$ cat src/shared/flash_regs_consts.svh
`ifndef FLASH_REGS_CONSTS_SVH
`define FLASH_REGS_CONSTS_SVH

// register indices; the byte address is four times the index
`define IDX_CLOCK_DIVIDER     12'h0100
`define IDX_SECURITY_STATE    12'h0101
`define IDX_COMMAND_INDEX     12'h0102
`define IDX_FACTORY_TEST      12'h0103

`define ADDR_CLOCK_DIVIDER    12'h0400
`define ADDR_SECURITY_STATE   12'h0404
`define ADDR_COMMAND_INDEX    12'h0408
`define ADDR_FACTORY_TEST     12'h040C

`define BIT_DIV_LOADED        7
`define BIT_DIV_LOCK          6
`define DIV_FIELD_MSB         5
`define CMD_INDEX_MSB         2
`define KEY_FIELD_MSB         7
`define KEY_FIELD_LSB         6
`define RNV_FIELD_MSB         5
`define RNV_FIELD_LSB         2
`define SEC_FIELD_MSB         1

`define SEC_UNSECURED_CODE    2'h2
`define KEY_ENABLED_CODE      2'h2
`define SEC_ALL_ONES          8'hFF
`define KEY_FIELD_RESET       2'h3
`define RNV_FIELD_RESET       4'hF
`define SEC_FIELD_RESET       2'h3
`define DIV_RESET_VALUE       6'h00
`define CMD_INDEX_RESET       3'h0

// time for the nonvolatile fetch after reset release
`define NV_FETCH_TIME_NS      200
`define CLK_PERIOD_NS         50
`define NV_FETCH_CYCLES       ((`NV_FETCH_TIME_NS + `CLK_PERIOD_NS - 1) / `CLK_PERIOD_NS)

`endif

$ cat src/shared/flash_regs_pkg.sv
package flash_regs_pkg;
	typedef enum logic [1:0] {
		INIT_FETCH = 2'b00,
		INIT_LOAD  = 2'b01,
		INIT_DONE  = 2'b10
	} init_state_t;

	typedef logic [7:0] reg_byte_t;
endpackage : flash_regs_pkg

$ cat src/shared/reg_access_if.sv
interface reg_access_if;
	logic       wrEn;
	logic [7:0] wrData;
	logic       writesOpen;
	logic [7:0] rdData;

	modport master (
		output wrEn,
		output wrData,
		output writesOpen,
		input  rdData
	);
	modport slave (
		input  wrEn,
		input  wrData,
		input  writesOpen,
		output rdData
	);
endinterface : reg_access_if
$ cat src/rtl/clock_divider_reg.sv
`include "flash_regs_consts.svh"

module clock_divider_reg (
	input  wire logic   clk,
	input  wire logic   rst_b,
	reg_access_if.slave acc
);
	logic       loaded_ff;
	logic       lock_ff;
	logic [5:0] divide_ff;
	logic       wrOk;

	assign wrOk = acc.wrEn && acc.writesOpen; // [RULE_08]

	always_ff @(posedge clk or negedge rst_b) begin
		if (!rst_b) begin
			loaded_ff <= 1'b0; // [RULE_20]
		end else if (wrOk) begin
			loaded_ff <= 1'b1; // [RULE_03]
		end
	end

	// lock is one-way; only reset clears it
	always_ff @(posedge clk or negedge rst_b) begin
		if (!rst_b) begin
			lock_ff <= 1'b0; // [RULE_20]
		end else if (wrOk && acc.wrData[`BIT_DIV_LOCK]) begin
			lock_ff <= 1'b1; // [RULE_02] [RULE_04]
		end
	end

	always_ff @(posedge clk or negedge rst_b) begin
		if (!rst_b) begin
			divide_ff <= `DIV_RESET_VALUE;
		end else if (wrOk && !lock_ff) begin
			divide_ff <= acc.wrData[`DIV_FIELD_MSB:0]; // [RULE_02] [RULE_05]
		end
	end

	// top bit write data ignored
	assign acc.rdData = {loaded_ff, lock_ff, divide_ff}; // [RULE_01]
endmodule : clock_divider_reg

$ cat src/rtl/command_index_reg.sv
`include "flash_regs_consts.svh"

module command_index_reg (
	input  wire logic   clk,
	input  wire logic   rst_b,
	reg_access_if.slave acc
);
	logic [2:0] index_ff;

	always_ff @(posedge clk or negedge rst_b) begin
		if (!rst_b) begin
			index_ff <= `CMD_INDEX_RESET;
		end else if (acc.wrEn && acc.writesOpen) begin
			index_ff <= acc.wrData[`CMD_INDEX_MSB:0]; // [RULE_16]
		end
	end

	assign acc.rdData = {5'h00, index_ff}; // [RULE_16]
endmodule : command_index_reg

$ cat src/rtl/flash_timing_security_regs.sv
// Design decision made here: register access over APB.
`include "flash_regs_consts.svh"

// Functional notes
// [RULE_01] divider reads fully; loaded bit ignores writes
// [RULE_02] lock bit write-once high; freezes divide field
// [RULE_03] loaded bit set by first write
// [RULE_04] only reset clears lock bit
// [RULE_05] divide field yields 1 MHz tick
// [RULE_06] software picks divide by clock band
// [RULE_07] software avoids divider writes mid-command
// [RULE_08] divider writable during reset sequence
// [RULE_09] security register read-only
// [RULE_10] security loaded from nonvolatile byte
// [RULE_11] double-bit fault sets all security bits
// [RULE_12] key access enabled only at 10
// [RULE_13] unsecured only when security field 10
// [RULE_14] backdoor unsecure forces field to 10
// [RULE_15] reserved nonvolatile bits left erased
// [RULE_16] index bits 2:0 rw, rest zero
// [RULE_17] index selects command word
// [RULE_18] factory test register reads zero
// [RULE_19] complete flag low during command
// [RULE_20] loaded and lock reset to zero
module flash_timing_security_regs (
	input  wire logic        clk,
	input  wire logic        rst_b,
	input  wire logic        psel,
	input  wire logic        penable,
	input  wire logic        pwrite,
	input  wire logic [11:0] paddr,
	input  wire logic [31:0] pwdata,
	input  wire logic [3:0]  pstrb,
	output logic      [31:0] prdata,
	output logic             pready,
	output logic             pslverr,
	input  wire logic [7:0]  nvSecurityByte,
	input  wire logic        nvDoubleFault,
	input  wire logic        commandActive,
	input  wire logic        backdoorUnsecure,
	output logic             commandCompleteFlag,
	output logic [2:0]       commandIndexField,
	output logic [5:0]       divideRatioField,
	output logic             dividerLockBit,
	output logic             keyAccessEnabled,
	output logic             deviceSecured,
	output logic             initDone
);
	flash_regs_pkg::init_state_t initState_ff;
	flash_regs_pkg::init_state_t nxt_initState;
	logic [3:0]                  fetchCnt_ff;
	logic                        fetchLast;
	logic                        loadCycle;
	logic                        inReset;
	flash_regs_pkg::reg_byte_t   nvByte_ff;
	logic                        nvFault_ff;
	flash_regs_pkg::reg_byte_t   nvLoadValue;
	logic [1:0]                  keyEnable_ff;
	logic [3:0]                  reservedNv_ff;
	logic [1:0]                  securityField_ff;
	flash_regs_pkg::reg_byte_t   securityByte;
	logic                        apbSetup;
	logic                        apbAccess;
	logic                        apbReadSetup;
	logic                        apbWrite;
	logic                        hitDiv;
	logic                        hitSec;
	logic                        hitIdx;
	logic                        hitTst;
	logic                        mapped;
	logic                        writesOpen;
	logic [31:0]                 divReadWord;
	logic [31:0]                 secReadWord;
	logic [31:0]                 idxReadWord;
	logic [31:0]                 tstReadWord;
	logic [31:0]                 nxt_prdata;
	logic [31:0]                 prdata_ff;

	reg_access_if divBus ();
	reg_access_if idxBus ();

	////////////////////////////////////////////////////////////////////////////
	// reset sequence: fetch nonvolatile byte, then release command engine

	assign fetchLast = fetchCnt_ff == 4'(`NV_FETCH_CYCLES - 1);
	assign loadCycle = initState_ff == flash_regs_pkg::INIT_LOAD;

	always_comb begin
		nxt_initState = initState_ff;
		unique case (initState_ff)
			flash_regs_pkg::INIT_FETCH: begin
				if (fetchLast) begin
					nxt_initState = flash_regs_pkg::INIT_LOAD;
				end
			end
			flash_regs_pkg::INIT_LOAD: begin
				nxt_initState = flash_regs_pkg::INIT_DONE;
			end
			flash_regs_pkg::INIT_DONE: begin
				nxt_initState = flash_regs_pkg::INIT_DONE;
			end
			// code 11 is never entered; fall back to a fresh fetch
			default: begin
				nxt_initState = flash_regs_pkg::INIT_FETCH;
			end
		endcase
	end

	always_ff @(posedge clk or negedge rst_b) begin
		if (!rst_b) begin
			initState_ff <= flash_regs_pkg::INIT_FETCH;
		end else begin
			initState_ff <= nxt_initState;
		end
	end

	// counter parks past its end value once the fetch is over
	always_ff @(posedge clk or negedge rst_b) begin
		if (!rst_b) begin
			fetchCnt_ff <= 4'h0;
		end else if (initState_ff == flash_regs_pkg::INIT_FETCH) begin
			fetchCnt_ff <= fetchCnt_ff + 4'h1;
		end
	end

	assign inReset  = initState_ff != flash_regs_pkg::INIT_DONE;
	assign initDone = !inReset;

	// complete flag low while resetting or a command runs
	assign commandCompleteFlag = !inReset && !commandActive; // [RULE_19]

	////////////////////////////////////////////////////////////////////////////
	// nonvolatile fetch result

	// sampled on the last fetch cycle, applied in the load cycle
	always_ff @(posedge clk or negedge rst_b) begin
		if (!rst_b) begin
			nvByte_ff <= `SEC_ALL_ONES;
		end else if (fetchLast) begin
			nvByte_ff <= nvSecurityByte; // [RULE_10]
		end
	end

	always_ff @(posedge clk or negedge rst_b) begin
		if (!rst_b) begin
			nvFault_ff <= 1'b0;
		end else if (fetchLast) begin
			nvFault_ff <= nvDoubleFault; // [RULE_11]
		end
	end

	// a failed fetch must not open the part, so the fault wins
	always_comb begin
		nvLoadValue = nvByte_ff; // [RULE_10]
		if (nvFault_ff) begin
			nvLoadValue = `SEC_ALL_ONES; // [RULE_11]
		end
	end

	////////////////////////////////////////////////////////////////////////////
	// security state

	// reset value secured, keys off, until the fetch lands
	always_ff @(posedge clk or negedge rst_b) begin
		if (!rst_b) begin
			keyEnable_ff <= `KEY_FIELD_RESET;
		end else if (loadCycle) begin
			keyEnable_ff <= nvLoadValue[`KEY_FIELD_MSB:`KEY_FIELD_LSB]; // [RULE_10]
		end
	end

	always_ff @(posedge clk or negedge rst_b) begin
		if (!rst_b) begin
			reservedNv_ff <= `RNV_FIELD_RESET;
		end else if (loadCycle) begin
			reservedNv_ff <= nvLoadValue[`RNV_FIELD_MSB:`RNV_FIELD_LSB]; // [RULE_10]
		end
	end

	// backdoor unsecure cannot override the load cycle itself
	always_ff @(posedge clk or negedge rst_b) begin
		if (!rst_b) begin
			securityField_ff <= `SEC_FIELD_RESET;
		end else if (loadCycle) begin
			securityField_ff <= nvLoadValue[`SEC_FIELD_MSB:0]; // [RULE_10]
		end else if (backdoorUnsecure) begin
			securityField_ff <= `SEC_UNSECURED_CODE; // [RULE_14]
		end
	end

	assign securityByte = {keyEnable_ff, reservedNv_ff, securityField_ff}; // [RULE_09]

	assign keyAccessEnabled = keyEnable_ff == `KEY_ENABLED_CODE; // [RULE_12]
	assign deviceSecured    = securityField_ff != `SEC_UNSECURED_CODE; // [RULE_13]

	////////////////////////////////////////////////////////////////////////////
	// apb slave, zero wait states

	assign apbSetup     = psel && !penable;
	assign apbAccess    = psel && penable;
	assign apbReadSetup = apbSetup && !pwrite;
	// a write without the low lane strobe carries no byte for these registers
	assign apbWrite     = apbAccess && pwrite && pstrb[0];

	// full compare on the byte address; any other offset is unmapped
	always_comb begin
		hitDiv = 1'b0;
		hitSec = 1'b0;
		hitIdx = 1'b0;
		hitTst = 1'b0;
		unique case (paddr)
			`ADDR_CLOCK_DIVIDER: begin
				hitDiv = 1'b1;
			end
			`ADDR_SECURITY_STATE: begin
				hitSec = 1'b1;
			end
			`ADDR_COMMAND_INDEX: begin
				hitIdx = 1'b1;
			end
			`ADDR_FACTORY_TEST: begin
				hitTst = 1'b1;
			end
			default: begin
			end
		endcase
	end

	assign mapped = hitDiv || hitSec || hitIdx || hitTst;

	// every access completes in one cycle, so no wait states
	assign pready  = 1'b1;
	assign pslverr = apbAccess && !mapped;

	// command engine state is not consulted: keeping out mid-command writes
	// is left to software, and the reset sequence must stay writable
	assign writesOpen = 1'b1; // [RULE_08]

	// writes to the security and test registers fall on the floor
	assign divBus.wrEn       = apbWrite && hitDiv; // [RULE_09] [RULE_18]
	assign divBus.wrData     = pwdata[7:0];
	assign divBus.writesOpen = writesOpen; // [RULE_08]
	assign idxBus.wrEn       = apbWrite && hitIdx;
	assign idxBus.wrData     = pwdata[7:0];
	assign idxBus.writesOpen = writesOpen;

	// divider and index registers live in their own modules
	clock_divider_reg clock_divider_reg_inst (
		.clk   (clk),
		.rst_b (rst_b),
		.acc   (divBus.slave)
	);

	command_index_reg command_index_reg_inst (
		.clk   (clk),
		.rst_b (rst_b),
		.acc   (idxBus.slave)
	);

	assign divReadWord = {24'h00_0000, divBus.rdData}; // [RULE_01]
	assign secReadWord = {24'h00_0000, securityByte}; // [RULE_09]
	assign idxReadWord = {24'h00_0000, idxBus.rdData}; // [RULE_16]
	assign tstReadWord = 32'h0000_0000; // [RULE_18]

	// unmapped offsets read as zero too
	always_comb begin
		nxt_prdata = 32'h0000_0000;
		unique case (1'b1)
			hitDiv: begin
				nxt_prdata = divReadWord;
			end
			hitSec: begin
				nxt_prdata = secReadWord;
			end
			hitIdx: begin
				nxt_prdata = idxReadWord;
			end
			hitTst: begin
				nxt_prdata = tstReadWord; // [RULE_18]
			end
			default: begin
			end
		endcase
	end

	// read data captured in setup so it is a flop in the access phase
	always_ff @(posedge clk or negedge rst_b) begin
		if (!rst_b) begin
			prdata_ff <= 32'h0000_0000;
		end else if (apbReadSetup) begin
			prdata_ff <= nxt_prdata;
		end
	end

	assign prdata = prdata_ff;

	////////////////////////////////////////////////////////////////////////////
	// outputs toward flash core

	// the core sees the live register values, no extra pipeline stage
	assign commandIndexField = idxBus.rdData[2:0]; // [RULE_17]
	assign divideRatioField  = divBus.rdData[5:0]; // [RULE_05]
	assign dividerLockBit    = divBus.rdData[`BIT_DIV_LOCK];
endmodule : flash_timing_security_regs

$ cat config.mk
export PLATFORM = sky130hd
export DESIGN_NAME = flash_timing_security_regs
export DESIGN_NICKNAME = d
export VERILOG_FILES = /design/src/shared/flash_regs_pkg.sv /design/src/shared/reg_access_if.sv /design/src/rtl/clock_divider_reg.sv /design/src/rtl/command_index_reg.sv /design/src/rtl/flash_timing_security_regs.sv
export VERILOG_INCLUDE_DIRS = /design/src /design/src/shared
export SDC_FILE = /design/constraint.sdc
export NUM_CORES = 1
export LEC_CHECK = 0
export BUFFER_PORTS_ARGS = -buffer_cell sky130_fd_sc_hd__buf_2
export CORE_ASPECT_RATIO = 1.75
export CORE_MARGIN = 8
export CORE_UTILIZATION = 45
export CTS_CLUSTER_DIAMETER = 60
export DETAILED_ROUTE_END_ITERATION = 6
export PLACE_DENSITY = 0.91
export SETUP_SLACK_MARGIN = 0.3
export SLEW_MARGIN = 15
export SYNTH_ARGS = -nofsm -noshare
export SYNTH_HDL_FRONTEND = slang
export SYNTH_SLANG_ARGS = --single-unit
$ cat constraint.sdc
create_clock -name clk -period 1.5 [get_ports clk]
set_input_delay 0.225 -clock clk [delete_from_list [all_inputs] [get_ports clk]]
set_output_delay 0.225 -clock clk [all_outputs]
set_load 0.02 [all_outputs]
### Yosys cells after proc, flatten, opt, wreduce, memory -nomap -nowiden

Cells that the tools add are included.

| cells by class | value |
|---|---|
| add/sub/neg operators | 1 |
| eq/ne operators | 11 |
| muxes and demuxes | 10 |
| reduce and logical (&&, ||, !) cells | 23 |

Operator list:

| operator | count |
|---|---|
| $eq A12 B11 Y1 const B | 4 |
| $pmux W8 S3 | 1 |
| $logic_and A1 B1 Y1 | 11 |
| $mux W8 | 1 |
| $logic_not A1 Y1 | 6 |
| $mux W2 | 3 |
| $ne A2 B2 Y1 const B | 3 |
| $add A4 B1 Y4 const B | 1 |
| $eq A2 B2 Y1 const B | 2 |
| $eq A4 B2 Y1 const B | 1 |
| $mux W1 | 4 |
| $pmux W2 S2 | 1 |
| $logic_or A1 B1 Y1 | 3 |
| $eq A2 B1 Y1 const B | 1 |
| $logic_not A2 Y1 | 1 |
| $reduce_bool A2 Y1 | 1 |
| $reduce_or A2 Y1 | 1 |

| storage, ports and cells | value |
|---|---|
| register bits | 66 |
| bits of input ports | 64 |
| output and inout bits | 48 |
| logic and storage cells | 57 |

### Depth between registers and ports, before layout

Gate-level depths: netlist of run 1.

| logic depth | value |
|---|---|
| depth in word-level cells | 7 |
| depth in mapped cells | 6 |
| depth with buffers taken out | 5 |

### Hierarchy

A second synthesis of run 1 with hierarchy kept.

| unflattened totals | value |
|---|---|
| cell total of the unflattened synthesis | 189 |
| area, all modules | 2,254.7 µm² |

Modules (own cells, without submodules):

| module | times used | cells each | area each (µm²) | seq. area each (µm²) |
|---|---|---|---|---|
| flash_timing_security_regs | 1 | 157 | 1,766.7 | 795.8 |
| clock_divider_reg | 1 | 19 | 320.3 | 200.2 |
| command_index_reg | 1 | 13 | 167.7 | 75.1 |

### Least setup slack after synthesis of run 1

No wires, ideal clock.

| timing | value |
|---|---|
| kind | in2reg |
| start point | in paddr[9] |
| end point | reg command_index_reg_inst.index_ff[0] |
| data arrival time | 1.320 ns |
| data required time | 1.375 ns |
| path slack | 0.055 ns |
| cell stages on the path | 4 |
| path buffers | 0 |
| cell sequence | nor4b_4 > and3b_1 > and4_4 > mux2_2 |

| between the ends | value |
|---|---|
| cells in the longest elaborated chain, start to end | 3 |

Ends and longest elaborated chain:

| item | RTL line | source |
|---|---|---|
| start, declared | flash_timing_security_regs.sv:31 | `input wire logic [11:0] paddr,` |
| $eq A12 B11 Y1 | flash_timing_security_regs.sv:211 | `unique case (paddr)` |
| $mux W1 | flash_timing_security_regs.sv:211 |  |
| $logic_and A1 B1 Y1 | flash_timing_security_regs.sv:243 | `assign idxBus.wrEn = apbWrite && hitIdx;` |
| end signal, assigned | command_index_reg.sv:12 | `` index_ff <= `CMD_INDEX_RESET; `` |
| end signal, assigned | command_index_reg.sv:14 | `` index_ff <= acc.wrData[`CMD_INDEX_MSB:0]; `` |
| end, declared | command_index_reg.sv:8 | `logic [2:0] index_ff;` |

Every way passes these cells.
A chain may end at the register's enable or synchronous reset.

### Worst setup path after layout of run 1

| timing | value |
|---|---|
| start point | in paddr[8] |
| end point | reg command_index_reg_inst.index_ff[2] |

The elaborated chain is that of the path after synthesis.

==> results of run 1 <==
==> what timing repair did <==
item                                   in CTS  in global routing
hold buffers                                1                  0
setup endpoints to repair                  33                 35
gates resized for setup                    26                  5
endpoints found under the hold margin      26                  0
buffers inserted                           11                  3
pin swaps                                   8                  5
==> per-stage QoR <==
stage	cells	TNS, ns	setup slack, ns	total power, mW	area, sq um
floorplan	193	0	0.0582	1.37	2260
global placement	289	-1.68	-0.229	1.43	2520
detailed placement	289	-1.89	-0.254	1.44	2520
CTS	309	0	0.128	2.19	2840
global route	312	0	0.0878	2.28	2890
finish	312	0	0.125	2.18	2890
==> state kept, by name, indices dropped and copies added (netlist names) <==
name,count
nvByte_ff,8
clock_divider_reg_inst.divide_ff,6
reservedNv_ff,4
clock_divider_reg_inst.lock_ff,1
fetchCnt_ff,4
clock_divider_reg_inst.loaded_ff,1
securityField_ff,2
keyEnable_ff,2
command_index_reg_inst.index_ff,3
nvFault_ff,1
prdata,8
initState_ff,2
==> worst reg2reg max path: cells and delay by family (launching register included) <==
| family | cells | cell delay (ns) |
|---|---|---|
| mux | 1 | 0.30 |
| simple gates | 1 | 0.24 |
| buf+inv | 1 | 0.18 |
| fa+ha+maj | 1 | 0.18 |
| flops | 1 | 0.36 |
==> final cells by class <==
| class | count | area share, % |
|---|---|---|
| inverter | 3 | 0.390 |
| clock buffer | 7 | 2.99 |
| timing repair buffer | 87 | 20.5 |
| tap | 52 | 2.25 |
| sequential | 42 | 37.1 |
| multi-input combinational | 120 | 36.5 |
| clock inverter | 1 | 0.173 |
==> per-layer routing <==
layer	wire length, um	share of wire (%)
met2	2830	55
met1	1780	34
met3	430	8.3
met4	110	2.1
met5	0	0
==> logic make-up after synthesis <==
| family | count (synthesis) |
|---|---|
| AOI/OAI and AO/OA | 23 |
| xor gates and xnor gates | 3 |
| adders and majority gates | 5 |
| buffers and inverters | 31 |
| DFF | 42 |
| muxes | 27 |
| other | 2 |
| and+or+nand+nor | 37 |
==> power by group <==
group / internal [mW] / switching (mW) / total (mW)
logic: 0.117 / 0.151 / 0.268
clock network: 0.371 / 0.363 / 0.734
registers: 1.17 / 0.0135 / 1.18
total: 1.66 / 0.527 / 2.18
==> placed cells by master (no fill, tap or decap), drive strengths merged, types with 5 or more instances in the layout <==
| master | instances |
|---|---|
| dfrtp | 26 |
| conb | 25 |
| nand2 | 12 |
| ha | 5 |
| clkbuf | 7 |
| mux2 | 19 |
| buf | 86 |
| o22a | 6 |
| o21ai | 11 |
| dfstp | 16 |
| mux2i | 8 |
==> worst paths after layout <==
path	from	end	cells past startpoint
worst max-delay path	paddr[8]	command_index_reg_inst.index_ff[2]	6
worst min-delay path	pwdata[6]	clock_divider_reg_inst.lock_ff	3
worst max register to register	fetchCnt_ff[1]	nvFault_ff	4
worst min register to register	clock_divider_reg_inst.loaded_ff	clock_divider_reg_inst.loaded_ff	1
max in group asynchronous	rst_b	nvByte_ff[0]	3
min in group asynchronous	rst_b	prdata[7]	3
==> results.cfg, run 1 <==
[outcome]
status = finished clean

[clock_tree]
clock-sinks = 42
cts-buffers-inserted = 5
cts_root_buf = clkbuf_8
clkTransAtPathRegs_ns = 0.08
cts_tree = built
h-tree-depth = 2
clk_latency_ns = 0.29
clk_path_buf_depth = 2

[global_routing]
gr-usage-met1_pct = 13.7
antenna_found_initial = 0
grtUsageMet3_pct = 3.79
grt_pass1_wl_um = 7670
grt_max_degree = 43
grt_overflow = 0
grt_util_met2_pct = 25.3
first_global_vias = 1676
gr-usage-all-layers_pct = 13.8
top_usage_layer = met2

[synth]
synthTopCellsByCount = dfrtp_1, buf_4, mux2_2, dfstp_2, nand2_1
seq_area_frac_synth_pct = 51.3
synth_compound_area_share_pct = 7.43
ys_seq_elements = 42
ys_types = 37
ys.warnings.count = 0
async_reset_ff_share_pct = 100
yosysTopAreaCell = dfrtp_1
synthXorXnorAreaFrac_pct = 1.26
synth-simple-area-share_pct = 12.4
avgSynthCellArea_sq_um = 12.3
yosysMostFrequentCell = dfrtp_1
synthTopCellsByArea = dfrtp_1, dfstp_2, mux2_2, buf_4, mux2i_1
synth_top_family_by_area = multiplexers
synth_ff_type = dfrtp_1
synth_mux_area_share_pct = 14.1
synth_top_cell_area_share_pct = 31.2
netlist_area_sq_mm = 0.00209
synth-adder-area-share_pct = 3.00
synth_edf_count = 0
netlist_instances = 170

[cells_and_area]
antennaDiodeCount = 0
drive_gt1_share_pct = 56.5
fin_nets = 328
multiInputGateArea_sq_mm = 0.00105
final_util_pct = 63.0
area_growth_pct = 38.3
fillers = 344
regArea_sq_mm = 0.00107

[setup_path]
end_kind = register
max_stage_delay_ns = 0.31
path_max_fanout = 3
crit_buf_inv = 2
crit_family = simple AND/OR/NAND/NOR gates
worst_ep_required_time_ns = 1.68
crit_arrival_ns = 1.55
cpMaxStageDelayCell = nor4b_4
crit_type = in2reg
reg2reg_slack_ns = 0.13
startpoint_type = input pin
path_cells = buf_6, nor4b_4, buf_4, and3b_1, and4_4, mux2_4

[sta]
rsz0062_at_grt = true
final_max_slew_viol_count = 0
finClkSkew_ns = 0.00619
fin_crit_sh_pct = 91.6
clock.fmax_ghz = 0.727
fin_crit_ns = 1.37
hold-worst-slack_ns = 0.161
hold_viol = 0
setup_viol = 0

[floorplan]
initial_core_util_pct = 45.6
ios = 112
dieArea_sq_mm = 0.00716
die_x_um = 67.5
row_count = 33
core_area_sq_mm = 0.00458
die_h_um = 106

[drt]
drc = 0
first_pass_iters = 4
wl_per_cell_um = 16.5
routed_wirelength_um = 5150
drt-initial-drc-count = 92
viasPerCell = 5.04
postRouteAntennaNets = 0
dr_total_vias = 1574

[power]
ir_drop_v = 0.000552
power.density_mw_per_mm2 = 756
leakage_nw = 1.47

[place]
io_buffers = 58
finalWeightedCongestion = 0.878
hpwl_um = 3820

[min_path]
worst_hold_path_type = in2reg

[run]
cap_viol_max_count = 0
(Power assumes the default switching activity.)
==> inputs of run 2 (changes only) <==
Settings changed: BUFFER_PORTS_ARGS -buffer_cell sky130_fd_sc_hd__buf_2 to -buffer_cell sky130_fd_sc_hd__buf_4, HOLD_SLACK_MARGIN set to 0.15.
==> run 2 against run 1 <==
Net effect: clock power is 1% higher; clock-buffer cell count stayed put; critical path depth fell by 2; sequential cell count unchanged; die area unchanged; total power up 1.1%; final area increased by 4.7%.
==> results.cfg, run 2 (synthesis results as in run 1) <==
[clock_tree]
clock-sinks = 42
cts_root_buf = clkbuf_8
cts_tree = built
clk_path_buf_depth = 2
clk_latency_ns = 0.29
cts-buffers-inserted = 5
clkTransAtPathRegs_ns = 0.08
h-tree-depth = 2

[sta]
clock.fmax_ghz = 0.727
finClkSkew_ns = 0.00889
setup-tns-final_ns = 0
fin_crit_sh_pct = 91.7
max_slew_margin_pct = 65.4
tightest_slew_ns = 0.519
layout_setup_ws_ns = 0.124
hold-worst-slack_ns = 0.160
final_max_slew_viol_count = 0
rsz0062_at_grt = true
hold_viol = 0
setup_viol = 0
fin_crit_ns = 1.38

[setup_path]
worst_ep_required_time_ns = 1.27
reg2reg_slack_ns = 0.15
regToRegStartpoint = fetchCnt_ff[0]
crit_buf_inv = 2
path_max_fanout = 2
end_kind = primary output
crit_family = flip-flops
crit_arrival_ns = 1.15
path_cells = inv_2, ha_4, nor2b_4, buf_6
max_stage_delay_ns = 0.39
cpMaxStageDelayCell = dfrtp_1
crit_type = reg2out
ff2ff_path_depth = 4
startpoint_type = register
timing.rr.end = nvFault_ff

[global_routing]
grt_overflow = 0
first_global_vias = 1693
grt_pass1_wl_um = 8180
gr-usage-all-layers_pct = 14.7
grt_max_degree = 43
antenna_found_initial = 0

[min_path]
worstHoldStart = pwdata[3]
worst_hold_path_type = in2reg
hold_depth = 2
hold_end = clock_divider_reg_inst.divide_ff[3]

[floorplan]
dieArea_sq_mm = 0.00716
core_area_sq_mm = 0.00458
die_x_um = 67.5
ios = 112
initial_core_util_pct = 45.6
die_h_um = 106
row_count = 33

[cells_and_area]
final_util_pct = 66.0
final_cell_mix = buf_4, dfrtp_1, conb_1
fin_nets = 329
final_common_cell = buf_4
fin_cells = 313
antennaDiodeCount = 0
area_growth_pct = 44.8
design_area_sq_mm = 0.00302
drive_gt1_share_pct = 56.7

[power]
netSwitchingPower_mw = 0.537
switching_share_pct = 24.3
comb_power_share_pct = 12.8
internal-power_mw = 1.67
power.density_mw_per_mm2 = 730
finalPower_mw = 2.21
p_clk_share_pct = 33.7
p_seq_share_pct = 53.5
ir_drop_v = 0.000546
leakage_nw = 1.50

[drt]
postRouteAntennaNets = 0
wl_per_cell_um = 17.1
dr_total_vias = 1560
first_pass_iters = 4
drc = 0
viasPerCell = 4.98
drt-initial-drc-count = 99
routed_wirelength_um = 5350

[place]
dp.cells = 285
finalWeightedCongestion = 0.893
hpwl_um = 3820
placed_area_sq_mm = 0.00263
post-place-ws_ns = -0.269
io_buffers = 58

[run]
cap_viol_max_count = 0

[outcome]
status = finished clean
## run 2: cell count changes in the layout (fill, tap and decap cells not counted), sizes merged
cell,before,now
dlygate4sd3,1,2
## run 2: layout make-up
cell class,count,area [sq um]
well taps,52,65.1
multi-input cells,120,1070
flip-flops and latches,42,1070
clock inverters,1,5.00
inverters,3,11.3
repair buffers,88,714
fillers,333,1560
clock buffers,7,86.3
## run 2: layer usage
layer  track usage, %  wire length [um]
met1             14.7              1860
met2             27.0              2940
met3             4.00               477
met4             5.71                72
met5                0                 0
## run 2: worst max-delay path by stage
stage / slack, ns / endpoint / cells after the start / from
floorplan: 0.06 / command_index_reg_inst.index_ff[0] / 4 / paddr[11]
global placement: -0.23 / clock_divider_reg_inst.divide_ff[0] / 5 / paddr[11]
finish: 0.12 / commandCompleteFlag / 4 / initState_ff[0]
global route: 0.07 / commandCompleteFlag / 4 / initState_ff[0]
CTS: 0.12 / commandCompleteFlag / 4 / initState_ff[0]
detailed placement: -0.27 / clock_divider_reg_inst.divide_ff[3] / 5 / paddr[11]
## run 2: power groups by stage
stage               sequential [mW]  combinational [mW]  clock (mW)
floorplan                      1.20               0.173           0
global placement               1.20               0.245           0
detailed placement             1.20               0.251           0
CTS                            1.18               0.271       0.770
global route                   1.18               0.303       0.823
finish                         1.18               0.283       0.743
## run 2: timing repair
| action | in CTS | in global routing |
|---|---|---|
| hold buffers | 1 | 1 |
| setup buffers | 13 | 5 |
| gates resized for setup | 26 | 11 |
| setup endpoints to repair | 27 | 41 |
| pin swaps | 8 | 6 |
| hold endpoints to repair | 26 | 1 |
